<file path="src/lpfm_pkg.sv">
// Constants, register map and mode codes for the layer-4 list match entry
package lpfm_pkg;

    // Register byte offsets on the Wishbone slave
    localparam logic [7:0] ADDR_CTRL = 8'h00;
    localparam logic [7:0] ADDR_SRC = 8'h04;
    localparam logic [7:0] ADDR_DST = 8'h08;
    localparam logic [7:0] ADDR_STATUS = 8'h0c;
    localparam logic [7:0] ADDR_COUNT = 8'h10;

    // Control word field positions
    localparam int CTRL_EN_BIT = 0;
    localparam int CTRL_PROTO_LSB = 1;
    localparam int CTRL_SMODE_LSB = 3;
    localparam int CTRL_DMODE_LSB = 5;
    localparam int CTRL_FLAG_LSB = 7;
    localparam int FLAG_CNT = 6;

    // Bound word field positions
    localparam int BOUND_LO_LSB = 0;
    localparam int BOUND_HI_LSB = 16;

    // Status word field positions
    localparam int STAT_HIT_BIT = 0;
    localparam int STAT_SEEN_BIT = 1;

    // Reset values: entry off, everything don't-care
    localparam logic [31:0] CTRL_RESET = 32'h0005_5500;
    localparam logic [31:0] BOUND_RESET = 32'h0000_0000;
    localparam logic [31:0] COUNT_RESET = 32'h0000_0000;

    // Port criterion modes
    typedef enum logic [1:0] {
        PMODE_ANY = 2'b00,
        PMODE_SPECIFIC = 2'b01,
        PMODE_RANGE = 2'b10
    } lpfm_port_mode_t;

    // Protocol selection of the entry
    typedef enum logic [1:0] {
        PROTO_ANY = 2'b00,
        PROTO_UDP = 2'b01,
        PROTO_TCP = 2'b10
    } lpfm_proto_t;

    // TCP flag criterion
    typedef enum logic [1:0] {
        FCRIT_CLEAR = 2'b00,
        FCRIT_SET = 2'b01,
        FCRIT_ANY = 2'b10
    } lpfm_flag_crit_t;

    // Flag bit order on the parser's flag bus
    localparam int FLAG_FIN = 0;
    localparam int FLAG_SYN = 1;
    localparam int FLAG_RST = 2;
    localparam int FLAG_PSH = 3;
    localparam int FLAG_ACK = 4;
    localparam int FLAG_URG = 5;

endpackage

</file>
<file path="src/lpfm_port_check.sv">
// One TCP/UDP port comparator: don't-care, exact value or inclusive range
`timescale 1ns/1ps
module lpfm_port_check #(
    parameter int PORT_W = 16
) (
    input wire logic [1:0] mode, // Criterion mode code
    input wire logic [PORT_W-1:0] port, // Port number from the frame
    input wire logic [PORT_W-1:0] bound_lo, // Exact value or lower bound
    input wire logic [PORT_W-1:0] bound_hi, // Upper bound for range mode
    output logic pass // Frame passes this criterion
);

    ////////////////////////////////////////////////////////////////////////////
    // Comparison; an unknown mode code rejects so a bad write cannot open the entry
    always_comb begin
        case (mode)
            lpfm_pkg::PMODE_ANY: begin
                pass = 1'b1;
            end
            lpfm_pkg::PMODE_SPECIFIC: begin
                pass = (port == bound_lo);
            end
            lpfm_pkg::PMODE_RANGE: begin
                pass = (port >= bound_lo) && (port <= bound_hi);
            end
            default: begin
                pass = 1'b0;
            end
        endcase
    end

endmodule

</file>
<file path="src/lpfm_matcher.sv">
// Layer-4 port and TCP flag match stage of one list match entry, Wishbone configured
// Function
// - Source criterion any: source port never causes a reject.
// - Source criterion specific: source port must equal the configured value.
// - Source criterion range: source port must lie within configured bounds.
// - Destination criterion any: destination port is ignored.
// - Destination criterion specific: destination port must equal the configured value.
// - Destination criterion range: destination port must lie within configured bounds.
// - FIN criterion: 0 bars set flag, 1 requires set, any ignores.
// - SYN criterion: 0 bars set flag, 1 requires set, any ignores.
// - RST criterion: 0 bars set flag, 1 requires set, any ignores.
// - PSH criterion: 0 bars set flag, 1 requires set, any ignores.
// - ACK criterion: 0 bars set flag, 1 requires set, any ignores.
// - URG criterion: 0 bars set flag, 1 requires set, any ignores.
// - Port criteria apply only for UDP or TCP selection, restricting protocol.
//
// Implementation choices: the address map and the Wishbone register port.
`timescale 1ns/1ps
module lpfm_matcher #(
    parameter int PORT_W = 16,
    parameter int ADDR_W = 8
) (
    input wire logic clk, // 50 MHz clock
    input wire logic reset_n, // Synchronous reset, active low
    input wire logic wb_cyc_i, // Wishbone cycle
    input wire logic wb_stb_i, // Wishbone strobe
    input wire logic wb_we_i, // Wishbone write enable
    input wire logic [ADDR_W-1:0] wb_adr_i, // Wishbone byte address
    input wire logic [3:0] wb_sel_i, // Wishbone byte enables
    input wire logic [31:0] wb_dat_i, // Wishbone write data
    output logic [31:0] wb_dat_o, // Wishbone read data
    output logic wb_ack_o, // Wishbone acknowledge
    input wire logic frame_valid, // Parsed header present this cycle
    input wire logic frame_is_tcp, // Frame carries TCP
    input wire logic frame_is_udp, // Frame carries UDP
    input wire logic [PORT_W-1:0] frame_src_port, // TCP/UDP source port
    input wire logic [PORT_W-1:0] frame_dst_port, // TCP/UDP destination port
    input wire logic [5:0] frame_tcp_flags, // FIN SYN RST PSH ACK URG, bit 0 first
    output logic match_valid, // Result strobe, one cycle
    output logic match_hit // Entry hit, valid with match_valid
);

    typedef struct packed {
        logic [31:0] ctrl;
        logic [31:0] src_bounds;
        logic [31:0] dst_bounds;
        logic ack;
        logic [31:0] rdata;
        logic match_valid;
        logic match_hit;
        logic last_hit;
        logic seen;
        logic [31:0] hit_count;
    } lpfm_state_t;

    lpfm_state_t state_reg;
    lpfm_state_t state_next;

    ////////////////////////////////////////////////////////////////////////////
    // Field decoders, shared by the match logic and the checks
    function automatic logic [1:0] field2(input logic [31:0] word, input int lsb);
        field2 = word[lsb +: 2];
    endfunction

    function automatic logic [PORT_W-1:0] bound(input logic [31:0] word, input int lsb);
        bound = word[lsb +: PORT_W];
    endfunction

    // Byte-lane merge of a write into an existing word
    function automatic logic [31:0] merge(input logic [31:0] old, input logic [31:0] wd,
                                          input logic [3:0] sel);
        logic [31:0] res;
        res = old;
        for (int b = 0; b < 4; b++) begin
            if (sel[b]) begin
                res[b*8 +: 8] = wd[b*8 +: 8];
            end
        end
        merge = res;
    endfunction

    ////////////////////////////////////////////////////////////////////////////
    // Decoded configuration
    logic cfg_en;
    logic [1:0] proto;
    logic [1:0] src_mode;
    logic [1:0] dst_mode;
    logic [PORT_W-1:0] src_lo;
    logic [PORT_W-1:0] src_hi;
    logic [PORT_W-1:0] dst_lo;
    logic [PORT_W-1:0] dst_hi;

    assign cfg_en = state_reg.ctrl[lpfm_pkg::CTRL_EN_BIT];
    assign proto = field2(state_reg.ctrl, lpfm_pkg::CTRL_PROTO_LSB);
    assign src_mode = field2(state_reg.ctrl, lpfm_pkg::CTRL_SMODE_LSB);
    assign dst_mode = field2(state_reg.ctrl, lpfm_pkg::CTRL_DMODE_LSB);
    assign src_lo = bound(state_reg.src_bounds, lpfm_pkg::BOUND_LO_LSB);
    assign src_hi = bound(state_reg.src_bounds, lpfm_pkg::BOUND_HI_LSB);
    assign dst_lo = bound(state_reg.dst_bounds, lpfm_pkg::BOUND_LO_LSB);
    assign dst_hi = bound(state_reg.dst_bounds, lpfm_pkg::BOUND_HI_LSB);

    ////////////////////////////////////////////////////////////////////////////
    // Port comparators
    logic src_pass;
    logic dst_pass;

    lpfm_port_check #(.PORT_W(PORT_W)) u_src_check (
        .mode(src_mode),
        .port(frame_src_port),
        .bound_lo(src_lo),
        .bound_hi(src_hi),
        .pass(src_pass)
    );

    lpfm_port_check #(.PORT_W(PORT_W)) u_dst_check (
        .mode(dst_mode),
        .port(frame_dst_port),
        .bound_lo(dst_lo),
        .bound_hi(dst_hi),
        .pass(dst_pass)
    );

    ////////////////////////////////////////////////////////////////////////////
    // Per-flag criteria; a spare code 3 acts as don't-care
    logic [lpfm_pkg::FLAG_CNT-1:0] flag_pass;
    logic [1:0] flag_crit [lpfm_pkg::FLAG_CNT];

    generate
        for (genvar i = 0; i < lpfm_pkg::FLAG_CNT; i++) begin : g_flag
            assign flag_crit[i] = field2(state_reg.ctrl, lpfm_pkg::CTRL_FLAG_LSB + 2 * i);
            assign flag_pass[i] = (flag_crit[i] == lpfm_pkg::FCRIT_CLEAR) ? !frame_tcp_flags[i] :
                                  (flag_crit[i] == lpfm_pkg::FCRIT_SET) ? frame_tcp_flags[i] : 1'b1;
        end
    endgenerate

    ////////////////////////////////////////////////////////////////////////////
    // Combined decision
    logic proto_ok;
    logic ports_ok;
    logic flags_ok;
    logic hit_now;

    // Port criteria only bind when a layer-4 protocol is selected
    assign proto_ok = (proto == lpfm_pkg::PROTO_UDP) ? frame_is_udp :
                      (proto == lpfm_pkg::PROTO_TCP) ? frame_is_tcp : 1'b1;
    assign ports_ok = (proto == lpfm_pkg::PROTO_ANY) || (src_pass && dst_pass);
    // Flags are looked at only for TCP entries on TCP frames
    assign flags_ok = !(proto == lpfm_pkg::PROTO_TCP && frame_is_tcp) || (&flag_pass);
    assign hit_now = cfg_en && proto_ok && ports_ok && flags_ok;

    ////////////////////////////////////////////////////////////////////////////
    // Bus request decode
    logic bus_req;
    logic bus_wr;
    logic [ADDR_W-1:0] adr;

    // Ack is held off for one cycle after each answer so one request gives one ack
    assign bus_req = wb_cyc_i && wb_stb_i && !state_reg.ack;
    assign bus_wr = bus_req && wb_we_i;
    assign adr = wb_adr_i;

    ////////////////////////////////////////////////////////////////////////////
    // Next state
    always_comb begin
        state_next = state_reg;
        state_next.ack = bus_req;
        state_next.match_valid = frame_valid;
        state_next.match_hit = frame_valid && hit_now;
        if (bus_wr) begin
            case (adr)
                ADDR_W'(lpfm_pkg::ADDR_CTRL): begin
                    state_next.ctrl = merge(state_reg.ctrl, wb_dat_i, wb_sel_i);
                end
                ADDR_W'(lpfm_pkg::ADDR_SRC): begin
                    state_next.src_bounds = merge(state_reg.src_bounds, wb_dat_i, wb_sel_i);
                end
                ADDR_W'(lpfm_pkg::ADDR_DST): begin
                    state_next.dst_bounds = merge(state_reg.dst_bounds, wb_dat_i, wb_sel_i);
                end
                ADDR_W'(lpfm_pkg::ADDR_COUNT): begin
                    state_next.hit_count = lpfm_pkg::COUNT_RESET;
                end
                default: begin
                end
            endcase
        end
        // A hit in the clearing cycle still counts
        if (frame_valid) begin
            state_next.last_hit = hit_now;
            state_next.seen = 1'b1;
            if (hit_now) begin
                state_next.hit_count = (bus_wr && adr == ADDR_W'(lpfm_pkg::ADDR_COUNT)) ?
                                       32'h0000_0001 : state_reg.hit_count + 32'h0000_0001;
            end
        end
        // Read data; unmapped addresses answer with zero
        state_next.rdata = 32'h0000_0000;
        if (bus_req && !wb_we_i) begin
            case (adr)
                ADDR_W'(lpfm_pkg::ADDR_CTRL): begin
                    state_next.rdata = state_reg.ctrl;
                end
                ADDR_W'(lpfm_pkg::ADDR_SRC): begin
                    state_next.rdata = state_reg.src_bounds;
                end
                ADDR_W'(lpfm_pkg::ADDR_DST): begin
                    state_next.rdata = state_reg.dst_bounds;
                end
                ADDR_W'(lpfm_pkg::ADDR_STATUS): begin
                    state_next.rdata[lpfm_pkg::STAT_HIT_BIT] = state_reg.last_hit;
                    state_next.rdata[lpfm_pkg::STAT_SEEN_BIT] = state_reg.seen;
                end
                ADDR_W'(lpfm_pkg::ADDR_COUNT): begin
                    state_next.rdata = state_reg.hit_count;
                end
                default: begin
                end
            endcase
        end
    end

    ////////////////////////////////////////////////////////////////////////////
    // State register
    always_ff @(posedge clk) begin
        if (!reset_n) begin
            state_reg.ctrl <= lpfm_pkg::CTRL_RESET;
            state_reg.src_bounds <= lpfm_pkg::BOUND_RESET;
            state_reg.dst_bounds <= lpfm_pkg::BOUND_RESET;
            state_reg.ack <= 1'b0;
            state_reg.rdata <= 32'h0000_0000;
            state_reg.match_valid <= 1'b0;
            state_reg.match_hit <= 1'b0;
            state_reg.last_hit <= 1'b0;
            state_reg.seen <= 1'b0;
            state_reg.hit_count <= lpfm_pkg::COUNT_RESET;
        end else begin
            state_reg <= state_next;
        end
    end

    assign wb_ack_o = state_reg.ack;
    assign wb_dat_o = state_reg.rdata;
    assign match_valid = state_reg.match_valid;
    assign match_hit = state_reg.match_hit;

    ////////////////////////////////////////////////////////////////////////////
    // Checks on the decision, one cycle after the header is presented, and on the bus ack
    src_any_pass_a: assert property (@(posedge clk) disable iff (!reset_n)
        (frame_valid && cfg_en && proto == lpfm_pkg::PROTO_UDP && frame_is_udp &&
         src_mode == lpfm_pkg::PMODE_ANY && dst_mode == lpfm_pkg::PMODE_ANY)
        |=> (match_valid && match_hit))
        else $error("source any rejected a frame");

    src_spec_miss_a: assert property (@(posedge clk) disable iff (!reset_n)
        (frame_valid && proto != lpfm_pkg::PROTO_ANY && src_mode == lpfm_pkg::PMODE_SPECIFIC &&
         frame_src_port != src_lo)
        |=> (match_valid && !match_hit))
        else $error("source specific hit on wrong port");

    src_range_out_a: assert property (@(posedge clk) disable iff (!reset_n)
        (frame_valid && proto != lpfm_pkg::PROTO_ANY && src_mode == lpfm_pkg::PMODE_RANGE &&
         (frame_src_port < src_lo || frame_src_port > src_hi))
        |=> !match_hit)
        else $error("source range hit outside bounds");

    dst_any_pass_a: assert property (@(posedge clk) disable iff (!reset_n)
        (frame_valid && cfg_en && proto == lpfm_pkg::PROTO_TCP && frame_is_tcp &&
         src_mode == lpfm_pkg::PMODE_ANY && dst_mode == lpfm_pkg::PMODE_ANY &&
         state_reg.ctrl[lpfm_pkg::CTRL_FLAG_LSB +: 12] == lpfm_pkg::CTRL_RESET[lpfm_pkg::CTRL_FLAG_LSB +: 12])
        |=> match_hit)
        else $error("destination any rejected a frame");

    dst_spec_miss_a: assert property (@(posedge clk) disable iff (!reset_n)
        (frame_valid && proto != lpfm_pkg::PROTO_ANY && dst_mode == lpfm_pkg::PMODE_SPECIFIC &&
         frame_dst_port != dst_lo)
        |=> (match_valid && !match_hit))
        else $error("destination specific hit on wrong port");

    dst_range_out_a: assert property (@(posedge clk) disable iff (!reset_n)
        (frame_valid && proto != lpfm_pkg::PROTO_ANY && dst_mode == lpfm_pkg::PMODE_RANGE &&
         (frame_dst_port < dst_lo || frame_dst_port > dst_hi))
        |=> !match_hit)
        else $error("destination range hit outside bounds");

    generate
        for (genvar k = 0; k < lpfm_pkg::FLAG_CNT; k++) begin : g_flag_chk
            flag_crit_a: assert property (@(posedge clk) disable iff (!reset_n)
                (frame_valid && proto == lpfm_pkg::PROTO_TCP && frame_is_tcp &&
                 ((flag_crit[k] == lpfm_pkg::FCRIT_CLEAR && frame_tcp_flags[k]) ||
                  (flag_crit[k] == lpfm_pkg::FCRIT_SET && !frame_tcp_flags[k])))
                |=> !match_hit)
                else $error("flag criterion ignored");
        end
    endgenerate

    proto_restrict_a: assert property (@(posedge clk) disable iff (!reset_n)
        (frame_valid && ((proto == lpfm_pkg::PROTO_UDP && !frame_is_udp) ||
                         (proto == lpfm_pkg::PROTO_TCP && !frame_is_tcp)))
        |=> !match_hit)
        else $error("hit on frame of wrong protocol");

    range_edge_a: assert property (@(posedge clk) disable iff (!reset_n)
        (frame_valid && cfg_en && proto == lpfm_pkg::PROTO_UDP && frame_is_udp &&
         src_mode == lpfm_pkg::PMODE_RANGE && src_lo <= src_hi &&
         (frame_src_port == src_lo || frame_src_port == src_hi) && dst_mode == lpfm_pkg::PMODE_ANY)
        |=> match_hit)
        else $error("range bound not inclusive");

    hit_needs_en_a: assert property (@(posedge clk) disable iff (!reset_n)
        match_hit |-> ($past(cfg_en) && match_valid))
        else $error("hit without enabled entry");

    bus_ack_a: assert property (@(posedge clk) disable iff (!reset_n)
        (wb_cyc_i && wb_stb_i && !wb_ack_o) |=> wb_ack_o ##1 !wb_ack_o)
        else $error("bus ack not a single cycle answer");

endmodule

</file>
<file path="config.mk">
export PLATFORM = sky130hd
export DESIGN_NAME = lpfm_matcher
export DESIGN_NICKNAME = d
export VERILOG_FILES = /design/src/lpfm_pkg.sv /design/src/lpfm_port_check.sv /design/src/lpfm_matcher.sv
export SDC_FILE = /design/constraint.sdc
export NUM_CORES = 1
export LEC_CHECK = 0
export ABC_AREA = 1
export CORE_MARGIN = 2
export CORE_UTILIZATION = 35
export CTS_CLUSTER_SIZE = 24
export DETAILED_ROUTE_END_ITERATION = 8
export DONT_BUFFER_PORTS = 1
export SLEW_MARGIN = 40
export SYNTH_ARGS = -nofsm -noshare
export SYNTH_HDL_FRONTEND = slang
export SYNTH_SLANG_ARGS = --single-unit
</file>
<file path="constraint.sdc">
create_clock -name clk -period 2.1 [get_ports clk]
set_input_delay 0.105 -clock clk [delete_from_list [all_inputs] [get_ports clk]]
set_output_delay 0.105 -clock clk [all_outputs]
set_load 0.02 [all_outputs]
</file>
==> impl_metrics.yaml, run 1 <==
synthesis:
  synthFlopType: "dfxtp_1"
  synth_common_cells: "inv_1 (205), nor2_1 (191), nand2_1 (186), dfxtp_1 (165), a21oi_1 (99)"
  syn_inst: 1308
  ys_top_cells_by_area: "dfxtp_1 (35%), ha_1 (8.7%), inv_1 (8.3%)"
  synth_edf_count: 0
  synth_seq_cells: 165
  avgSynthCellArea_um2: 7.12
  async_reset_ff_frac: 0
  yosysTopAreaCell: "dfxtp_1"
  syn_nets: 1463
  syn-cell-area_um2: 9320
  synth.distinct_cells: 42
  synthDominantCellAreaShare: 0.355
  synth.most_common_cell: "inv_1"
  yosysWarnings: 0
  ys_seq_area_frac: 0.355
critical_path:
  worst-path-stages: 17
  crit_path_start_kind: "flop"
  crit_buf_inv: 4
  path_delay_family: "simple AND/OR/NAND/NOR gates"
  crit_required_ns: 2.46
  reg2reg_depth: 17
  worstSetupEndpointType: "flop"
  path_cells: "inv_1, ha_4, buf_4, a21oi_2, buf_4, a21boi_2, nor2_1, nand2_1, nand3_2, nand2_2, nand2_4, nand2_4, nand2_8, buf_12, nor2_4, nand2_1, a21oi_2"
  worstPathArrival_ns: 2.65
  slowest_delay_ns: 0.33
  path_class: "reg -> reg"
  cp_max_fo: 4
  cp_slowest_cell: "dfxtp_2"
clocking:
  cts_tree: "built"
  cts_sinks: 165
  clockBufferDepth: 2
  clkSlewWorstSetupHoldPaths_ns: 0.07
  insertion_delay_ns: 0.44
  htreeDepth: 4
  cts_root_buf: "clkbuf_16"
  cts_buffers: 17
  ctsHoldBuffers: 41
drt:
  remaining_drc_errors: 2
  antenna_left: 0
  via_per_inst: 5.11
  drt_iter0_drc: 772
  wl_um: 30600
  vias: 8760
  wl_per_cell_um: 17.9
  first_pass_iters: 7
pwr:
  powerDensity_nw_per_um2: 591
  leakage_uw: 0.00460
  peakVddDrop_mv: 0.399
hold_path:
  min_path_type: "in -> reg"
  holdPathStages: 2
global_routing:
  grt_antenna_before_repair: 0
  grt_pass1_wl_um: 46600
  grt_start_max_net_pins: 65
  grt.overflow.total: 0
  grt_pass1_vias: 8243
  grt.total_usage: 0.217
cells_and_area:
  nFillCells: 2618
  multi_input_area_um2: 5280
  final_util: 0.440
  fin_nets: 1523
  regArea_um2: 3350
  largest_reg_flops: 47
  syn2layout_area_growth_pct: 23.3
  antennaDiodeCount: 0
  drive_gt1_frac: 0.199
place:
  dp_hpwl_um: 22800
  port_buffers: 0
  routabilityCongestion: 0.931
die:
  dieArea_um2: 27900
  ios: 125
  die_x_um: 167
  core_area_um2: 26100
  row_count: 59
  die_h_um: 167
  initial_core_util: 0.357
sta:
  fin_hold_ws_ns: -0.164
  slew_headroom: 0.623
  timing.final.ws_setup_ns: -0.186
  finalSetupTns_ns: -3.55
  period_share: 1.09
  rsz0062_at_grt: "yes"
  setup_viol: 33
  hold_viol_final: 17
  worstMarginPinSlew_ns: 0.565
  period_needed_ns: 2.29
  final_max_slew_viol_count: 0
  fmax_ghz: 0.437
  clock_skew_ns: 0.00970
status:
  violations: "design-rule violations, negative hold slack, negative setup slack"
  status: "finished with violations"
flow_run:
  drv_cap: 0
stage by stage:
| stage | instances | hold slack [ns] | instance area, um^2 | setup WS (ns) | power [uW] |
|---|---|---|---|---|---|
| finish | 1715 | -0.164 | 11500 | -0.186 | 6790 |
| global route | 1715 | -0.173 | 11500 | -0.297 | 7010 |
| CTS | 1711 | -0.182 | 11100 | -0.114 | 6780 |
| detailed placement | 1639 | 0.231 | 9860 | -0.293 | 3500 |
| global placement | 1639 | 0.228 | 9860 | -0.270 | 3490 |
| floorplan | 1308 | 0.235 | 9320 | 0.126 | 3430 |
layout make-up:
cell class	count	area share
Inverter	212	0.0692
Timing Repair Buffer	120	0.0928
Clock inverter	13	0.0128
Clock buffer	18	0.0382
Tap cell	335	0.0365
Multi-Input combinational cell	852	0.459
Sequential cell	165	0.291
metal layers:
metal,wire length [um],vias up,global-route usage,part of all wire
li1,-,4383,-,-
met1,13700,4063,0.287,0.45
met2,13900,261,0.342,0.45
met3,2090,53,0.0532,0.068
met4,904,0,0.0836,0.030
met5,0,-,0,0
kinds of logic (layout without fill, tap and decap cells):
logic type               count (synthesis)  count (layout)  synth area share
AO/OA/AOI/OAI                          294             294             0.187
XOR/XNOR                                13              13            0.0122
adder cells (fa/ha/maj)                 65              65            0.0873
buffers and inverters                  293             363             0.137
flip-flops                             165             165             0.355
AND/OR/NAND/NOR                        478             480             0.222
repair_timing:
action | CTS | global route
resized for setup | 47 | 85
pin swaps | 24 | 34
buffers inserted | 0 | 3
endpoints found under the hold margin | 117 | 17
gates cloned | 1 | 1
setup endpoints to repair | 34 | 38
worst reg2reg max path, stage by stage, from the launching register on:
cell,delay (ns)
dfxtp_2,0.33
inv_1,0.07
ha_4,0.27
buf_4,0.10
a21oi_2,0.04
buf_4,0.13
a21boi_2,0.18
nor2_1,0.08
nand2_1,0.09
nand3_2,0.08
nand2_2,0.09
nand2_4,0.07
nand2_4,0.10
nand2_8,0.09
buf_12,0.14
nor2_4,0.14
nand2_1,0.09
a21oi_2,0.13
power by group:
part | switching [uW] | total [uW] | internal, uW
Sequential | 3.32 | 3130 | 3130
Clock | 1420 | 3210 | 1800
Combinational | 244 | 442 | 197
Total | 1660 | 6790 | 5130
layout by cell type, fill, tap and decap left out, types with 24 or more instances in the layout:
cell / Yosys / routed
inv_1: 205 / 189
nor2_1: 191 / 184
nand2_1: 186 / 170
dfxtp_1: 165 / 131
a21oi_1: 99 / 89
buf_4: 38 / 74
o21ai_0: 75 / 72
a211oi_1: 40 / 40
dlygate4sd3_1: 0 / 40
o22ai_1: 38 / 38
ha_1: 65 / 37
dfxtp_2: 0 / 34
ha_4: 0 / 28
nand4_1: 24 / 24
path summary, 6_finish.rpt:
kind,from,to,slack (ns)
worst min-delay path,frame_valid,state_reg[14]$_SDFF_PN0_,-0.16
worst max register to register,src_lo[11]$_SDFFE_PN0P_,state_reg[29]$_SDFF_PN0_,-0.19
worst max-delay path,src_lo[11]$_SDFFE_PN0P_,state_reg[29]$_SDFF_PN0_,-0.19
worst min register to register,state_reg[33]$_SDFFE_PN0P_,state_reg[33]$_SDFFE_PN0P_,0.48
(Power assumes the default switching activity.)
==> inputs of run 2 (changes only) <==
--- a/config.mk
+++ b/config.mk
@@ -11,6 +11,7 @@
 export CTS_CLUSTER_SIZE = 24
 export DETAILED_ROUTE_END_ITERATION = 8
 export DONT_BUFFER_PORTS = 1
+export RECOVER_POWER = 100
 export SLEW_MARGIN = 40
 export SYNTH_ARGS = -nofsm -noshare
 export SYNTH_HDL_FRONTEND = slang
==> constraint.sdc (replaced) <==
create_clock -name clk -period 2.9 [get_ports clk]
set_input_delay 0.145 -clock clk [delete_from_list [all_inputs] [get_ports clk]]
set_output_delay 0.145 -clock clk [all_outputs]
set_load 0.02 [all_outputs]
==> impl_metrics.yaml, run 2 (same netlist as run 1, synthesis figures left out) <==
clocking:
  insertion_delay_ns: 0.44
  cts_buffers: 17
  htreeDepth: 4
  clkSlewWorstSetupHoldPaths_ns: 0.07
  cts_tree: "built"
  cts_sinks: 165
  clockBufferDepth: 2
  cts_root_buf: "clkbuf_16"
global_routing:
  grt_pass1_wl_um: 45700
  grt.total_usage: 0.214
  grt_pass1_vias: 7852
  grt.overflow.total: 0
  grt_antenna_before_repair: 0
  grt_start_max_net_pins: 71
die:
  initial_core_util: 0.357
  ios: 125
  row_count: 59
  dieArea_um2: 27900
  die_x_um: 167
  core_area_um2: 26100
  die_h_um: 167
critical_path:
  worst_setup_path_startpoint: "wb_ack_o$_SDFF_PN0_"
  rr_endpoint: "wb_dat_o[12]$_SDFF_PN0_"
  worstSetupEndpointType: "flop"
  path_class: "reg -> reg"
  rrSetupSlack_ns: 0.30
  crit_end: "wb_dat_o[12]$_SDFF_PN0_"
  crit_path_start_kind: "flop"
  reg2reg_from: "wb_ack_o$_SDFF_PN0_"
  reg2reg_depth: 8
  worstPathArrival_ns: 2.93
  crit_required_ns: 3.23
  cp_max_fo: 18
cells_and_area:
  drive_gt1_frac: 0.0566
  syn2layout_area_growth_pct: 10.2
  largest_reg_flops: 47
  final_util: 0.393
  nFillCells: 2782
  final_area_um2: 10300
  layout.cells.most_common: "inv_1"
  final_cell_mix: "inv_1 (205), nor2_1 (200), nand2_1 (186), dfxtp_1 (165), a21oi_1 (99)"
  fin_nets: 1450
  antennaDiodeCount: 0
sta:
  finalSetupTns_ns: 0
  worstMarginPinSlew_ns: 1.02
  clock_skew_ns: 0.00990
  timing.final.ws_setup_ns: 0.300
  period_needed_ns: 2.60
  period_share: 0.897
  hold_viol_final: 0
  slew_headroom: 0.318
  fmax_ghz: 0.385
  rsz0062_at_grt: "no"
  setup_viol: 0
  final_max_slew_viol_count: 0
place:
  dp_hpwl_um: 22800
  dp_slack_ns: 0.441
  place_area_um2: 9370
  routabilityCongestion: 0.947
  port_buffers: 0
pwr:
  leakage_uw: 0.00419
  powerDensity_nw_per_um2: 475
  peakVddDrop_mv: 0.288
drt:
  wl_per_cell_um: 18.2
  drt_iter0_drc: 795
  vias: 8511
  wl_um: 29900
  first_pass_iters: 7
  remaining_drc_errors: 2
  antenna_left: 0
  via_per_inst: 5.18
status:
  status: "finished with violations"
  violations: "design-rule violations"
hold_path:
  min_path_type: "in -> reg"
flow_run:
  drv_cap: 0
-- run 2: where the power goes --
| part | internal [uW] | switching, uW | total, uW | leakage (uW) |
|---|---|---|---|---|
| Clock | 1290 | 1060 | 2350 | 0.000283 |
| Combinational | 104 | 158 | 262 | 0.00257 |
| Sequential | 2270 | 3.52 | 2270 | 0.00133 |
-- run 2: per-stage QoR --
step	hold WS, ns	instances	total power, uW
finish	0.0665	1642	4880
global placement	0.265	1576	2520
CTS	0.0543	1642	4910
floorplan	0.275	1308	2480
global route	0.0745	1642	5050
detailed placement	0.261	1576	2520
-- run 2: worst min path at each step --
stage	start	endpoint	slack [ns]	depth (start not counted)
after floorplan	wb_dat_i[18]	flag_crit[1]$_SDFFE_PN1P_	0.28	2
after CTS	reset_n	flag_crit[9]$_SDFFE_PN1P_	0.05	2
final	wb_sel_i[3]	src_hi[9]$_SDFFE_PN0P_	0.07	3
after detailed placement	reset_n	flag_crit[5]$_SDFFE_PN1P_	0.26	1
after global placement	reset_n	flag_crit[9]$_SDFFE_PN1P_	0.26	1
after global routing	reset_n	flag_crit[9]$_SDFFE_PN1P_	0.07	2
-- run 2: repair_timing --
item	in CTS	in global routing
resized for setup	0	0
hold buffers	35	0
setup buffers	0	0
endpoints found under the hold margin	116	0
setup endpoints to repair	0	0
-- run 2: critical path, stage by stage (launching register included) --
cell and delay [ns]:
dfxtp_1 0.39, nor2_1 0.16, inv_1 0.10, nor2_1 0.27, nand2_1 0.10, a31oi_1 0.20, clkbuf_1 0.53, inv_2 0.40
nor2_1 0.34
-- run 2: metal layers --
metal / GRT usage / wire [um] / up-vias
li1: - / - / 4218
met1: 0.295 / 13600 / 3918
met2: 0.339 / 13500 / 332
met3: 0.0395 / 2150 / 43
met4: 0.0715 / 657 / 0
met5: 0 / 0 / -
-- run 2: area by class of cell --
| cell class | instances | area [um^2] | area share |
|---|---|---|---|
| tap | 335 | 419 | 0.0408 |
| inverter | 212 | 796 | 0.0775 |
| clock buffer | 17 | 425 | 0.0414 |
| timing repair buffer | 49 | 474 | 0.0462 |
| multi-input combinational | 850 | 4690 | 0.457 |
| clock inverter | 14 | 163 | 0.0158 |
| sequential | 165 | 3300 | 0.322 |
==> inputs of run 3 (changes only) <==
--- a/config.mk
+++ b/config.mk
@@ -11,6 +11,7 @@
 export CTS_CLUSTER_SIZE = 24
 export DETAILED_ROUTE_END_ITERATION = 8
 export DONT_BUFFER_PORTS = 1
+export GPL_TIMING_DRIVEN = 0
 export RECOVER_POWER = 100
 export SLEW_MARGIN = 40
 export SYNTH_ARGS = -nofsm -noshare
==> constraint.sdc (replaced) <==
create_clock -name clk -period 2.9 [get_ports clk]
set_input_delay 0.145 -clock clk [delete_from_list [all_inputs] [get_ports clk]]
set_output_delay 0.145 -clock clk [all_outputs]
set_load 0.01 [all_outputs]
==> impl_metrics.yaml, run 3 (same netlist as run 1, synthesis figures left out) <==
global_routing:
  grt.total_usage: 0.223
  grt_antenna_before_repair: 0
  grt_pass1_wl_um: 47600
  grt_start_max_net_pins: 17
  grt.overflow.total: 0
  grt_pass1_vias: 8150
cells_and_area:
  final_cell_mix: "inv_1 (206), nor2_1 (205), nand2_1 (186), dfxtp_1 (165), a21oi_1 (101)"
  final_util: 0.400
  drive_gt1_frac: 0.0466
  layout.cells.most_common: "inv_1"
  fin_nets: 1515
  largest_reg_flops: 47
  nFillCells: 2795
  antennaDiodeCount: 0
  syn2layout_area_growth_pct: 12.3
sta:
  finalSetupTns_ns: 0
  worstMarginPinSlew_ns: 0.826
  period_share: 0.927
  setup_viol: 0
  clock_skew_ns: 0.0125
  rsz0062_at_grt: "no"
  hold_viol_final: 0
  final_max_slew_viol_count: 0
  fmax_ghz: 0.372
  slew_headroom: 0.449
  period_needed_ns: 2.69
die:
  die_x_um: 167
  initial_core_util: 0.357
  row_count: 59
  core_area_um2: 26100
  dieArea_um2: 27900
  die_h_um: 167
  ios: 125
drt:
  via_per_inst: 5.17
  first_pass_iters: 8
  drt_iter0_drc: 760
  antenna_left: 0
  remaining_drc_errors: 2
  wl_per_cell_um: 18.4
  wl_um: 31500
  vias: 8833
critical_path:
  worstSetupEndpointType: "flop"
  crit_path_start_kind: "flop"
  cp_max_fo: 10
  crit_required_ns: 3.26
  path_class: "reg -> reg"
  rrSetupSlack_ns: 0.21
  worstPathArrival_ns: 3.05
place:
  dp_hpwl_um: 25100
  port_buffers: 0
  routabilityCongestion: 0.961
status:
  violations: "design-rule violations"
  status: "finished with violations"
clocking:
  cts_sinks: 165
  cts_tree: "built"
  clockBufferDepth: 2
  htreeDepth: 4
  clkSlewWorstSetupHoldPaths_ns: 0.07
  cts_root_buf: "clkbuf_16"
  insertion_delay_ns: 0.45
  post_cts_buffers: 0
  cts_buffers: 17
pwr:
  power_uw: 4970
  leakage_uw: 0.00425
  peakVddDrop_mv: 0.389
  powerDensity_nw_per_um2: 475
hold_path:
  min_path_type: "in -> reg"
flow_run:
  drv_cap: 0
==> run 3: cell types whose count changed in the layout (fill, tap and decap cells not counted), moves of 3 or more <==
cell / before / now
nor2_1: 200 / 205
nor2_2: 7 / 2
clkbuf_1: 3 / 68
buf_4: 10 / 0
inv_6: 9 / 6
buf_2: 0 / 7
==> run 3: worst max-delay path, stage by stage (launching register included) <==
cell	delay, ns
dfxtp_1	0.33
inv_1	0.09
ha_1	0.32
nand4_1	0.09
nor3_1	0.46
nand4_1	0.15
nand2_1	0.12
nand3_1	0.07
nand2_1	0.12
nand2_2	0.11
nand2_4	0.11
nand2_4	0.08
nor2_8	0.19
buf_6	0.17
nand2_1	0.06
a21oi_1	0.14
==> run 3: path summary, 6_finish.rpt <==
check,startpoint,end,cells after the start
worst max-delay path,src_hi[11]$_SDFFE_PN0P_,state_reg[21]$_SDFF_PN0_,15
worst min-delay path,wb_stb_i,wb_ack_o$_SDFF_PN0_,4
worst max register to register,src_hi[11]$_SDFFE_PN0P_,state_reg[21]$_SDFF_PN0_,15
worst min register to register,state_reg[32]$_SDFFE_PN0P_,state_reg[32]$_SDFFE_PN0P_,2
==> run 3: layout make-up <==
| type | count | area, um^2 | share of cell area |
|---|---|---|---|
| plain buffers | 81 | 330 | 0.0316 |
| multi-input cells | 850 | 4670 | 0.446 |
| flip-flops and latches | 165 | 3300 | 0.316 |
| inverters | 212 | 796 | 0.0761 |
| clock inverters | 14 | 186 | 0.0178 |
| repair buffers | 33 | 330 | 0.0316 |
| clock buffers | 17 | 425 | 0.0407 |
| well taps | 335 | 419 | 0.0401 |
==> run 3: repair_timing <==
item	4_1_cts	5_1_grt
hold buffers	33	0
endpoints found under the hold margin	101	0
gates resized for setup	0	0
==> run 3: report_power, final <==
| group | leakage [uW] | total, uW | internal [uW] | switching (uW) |
|---|---|---|---|---|
| combinational | 0.00262 | 277 | 103 | 174 |
| sequential | 0.00133 | 2270 | 2270 | 2.42 |
| clock | 0.000294 | 2420 | 1380 | 1050 |
==> run 3: per-layer routing <==
metal,track usage,vias up,wire (um)
met2,0.369,331,14400
met3,0.0362,48,2060
met5,0,-,0
met1,0.296,4100,14100
met4,0.0798,0,881
li1,-,4354,-
==> run 3: metrics by stage <==
stage	area, um^2	hold WS [ns]	std cells	worst slack (ns)
after global routing	10500	0.118	1707	0.0408
final	10500	0.107	1707	0.211
after floorplan	9320	0.275	1308	0.926
after global placement	9740	0.283	1643	0.243
after detailed placement	9740	0.283	1643	0.207
after CTS	10700	0.0677	1707	0.198
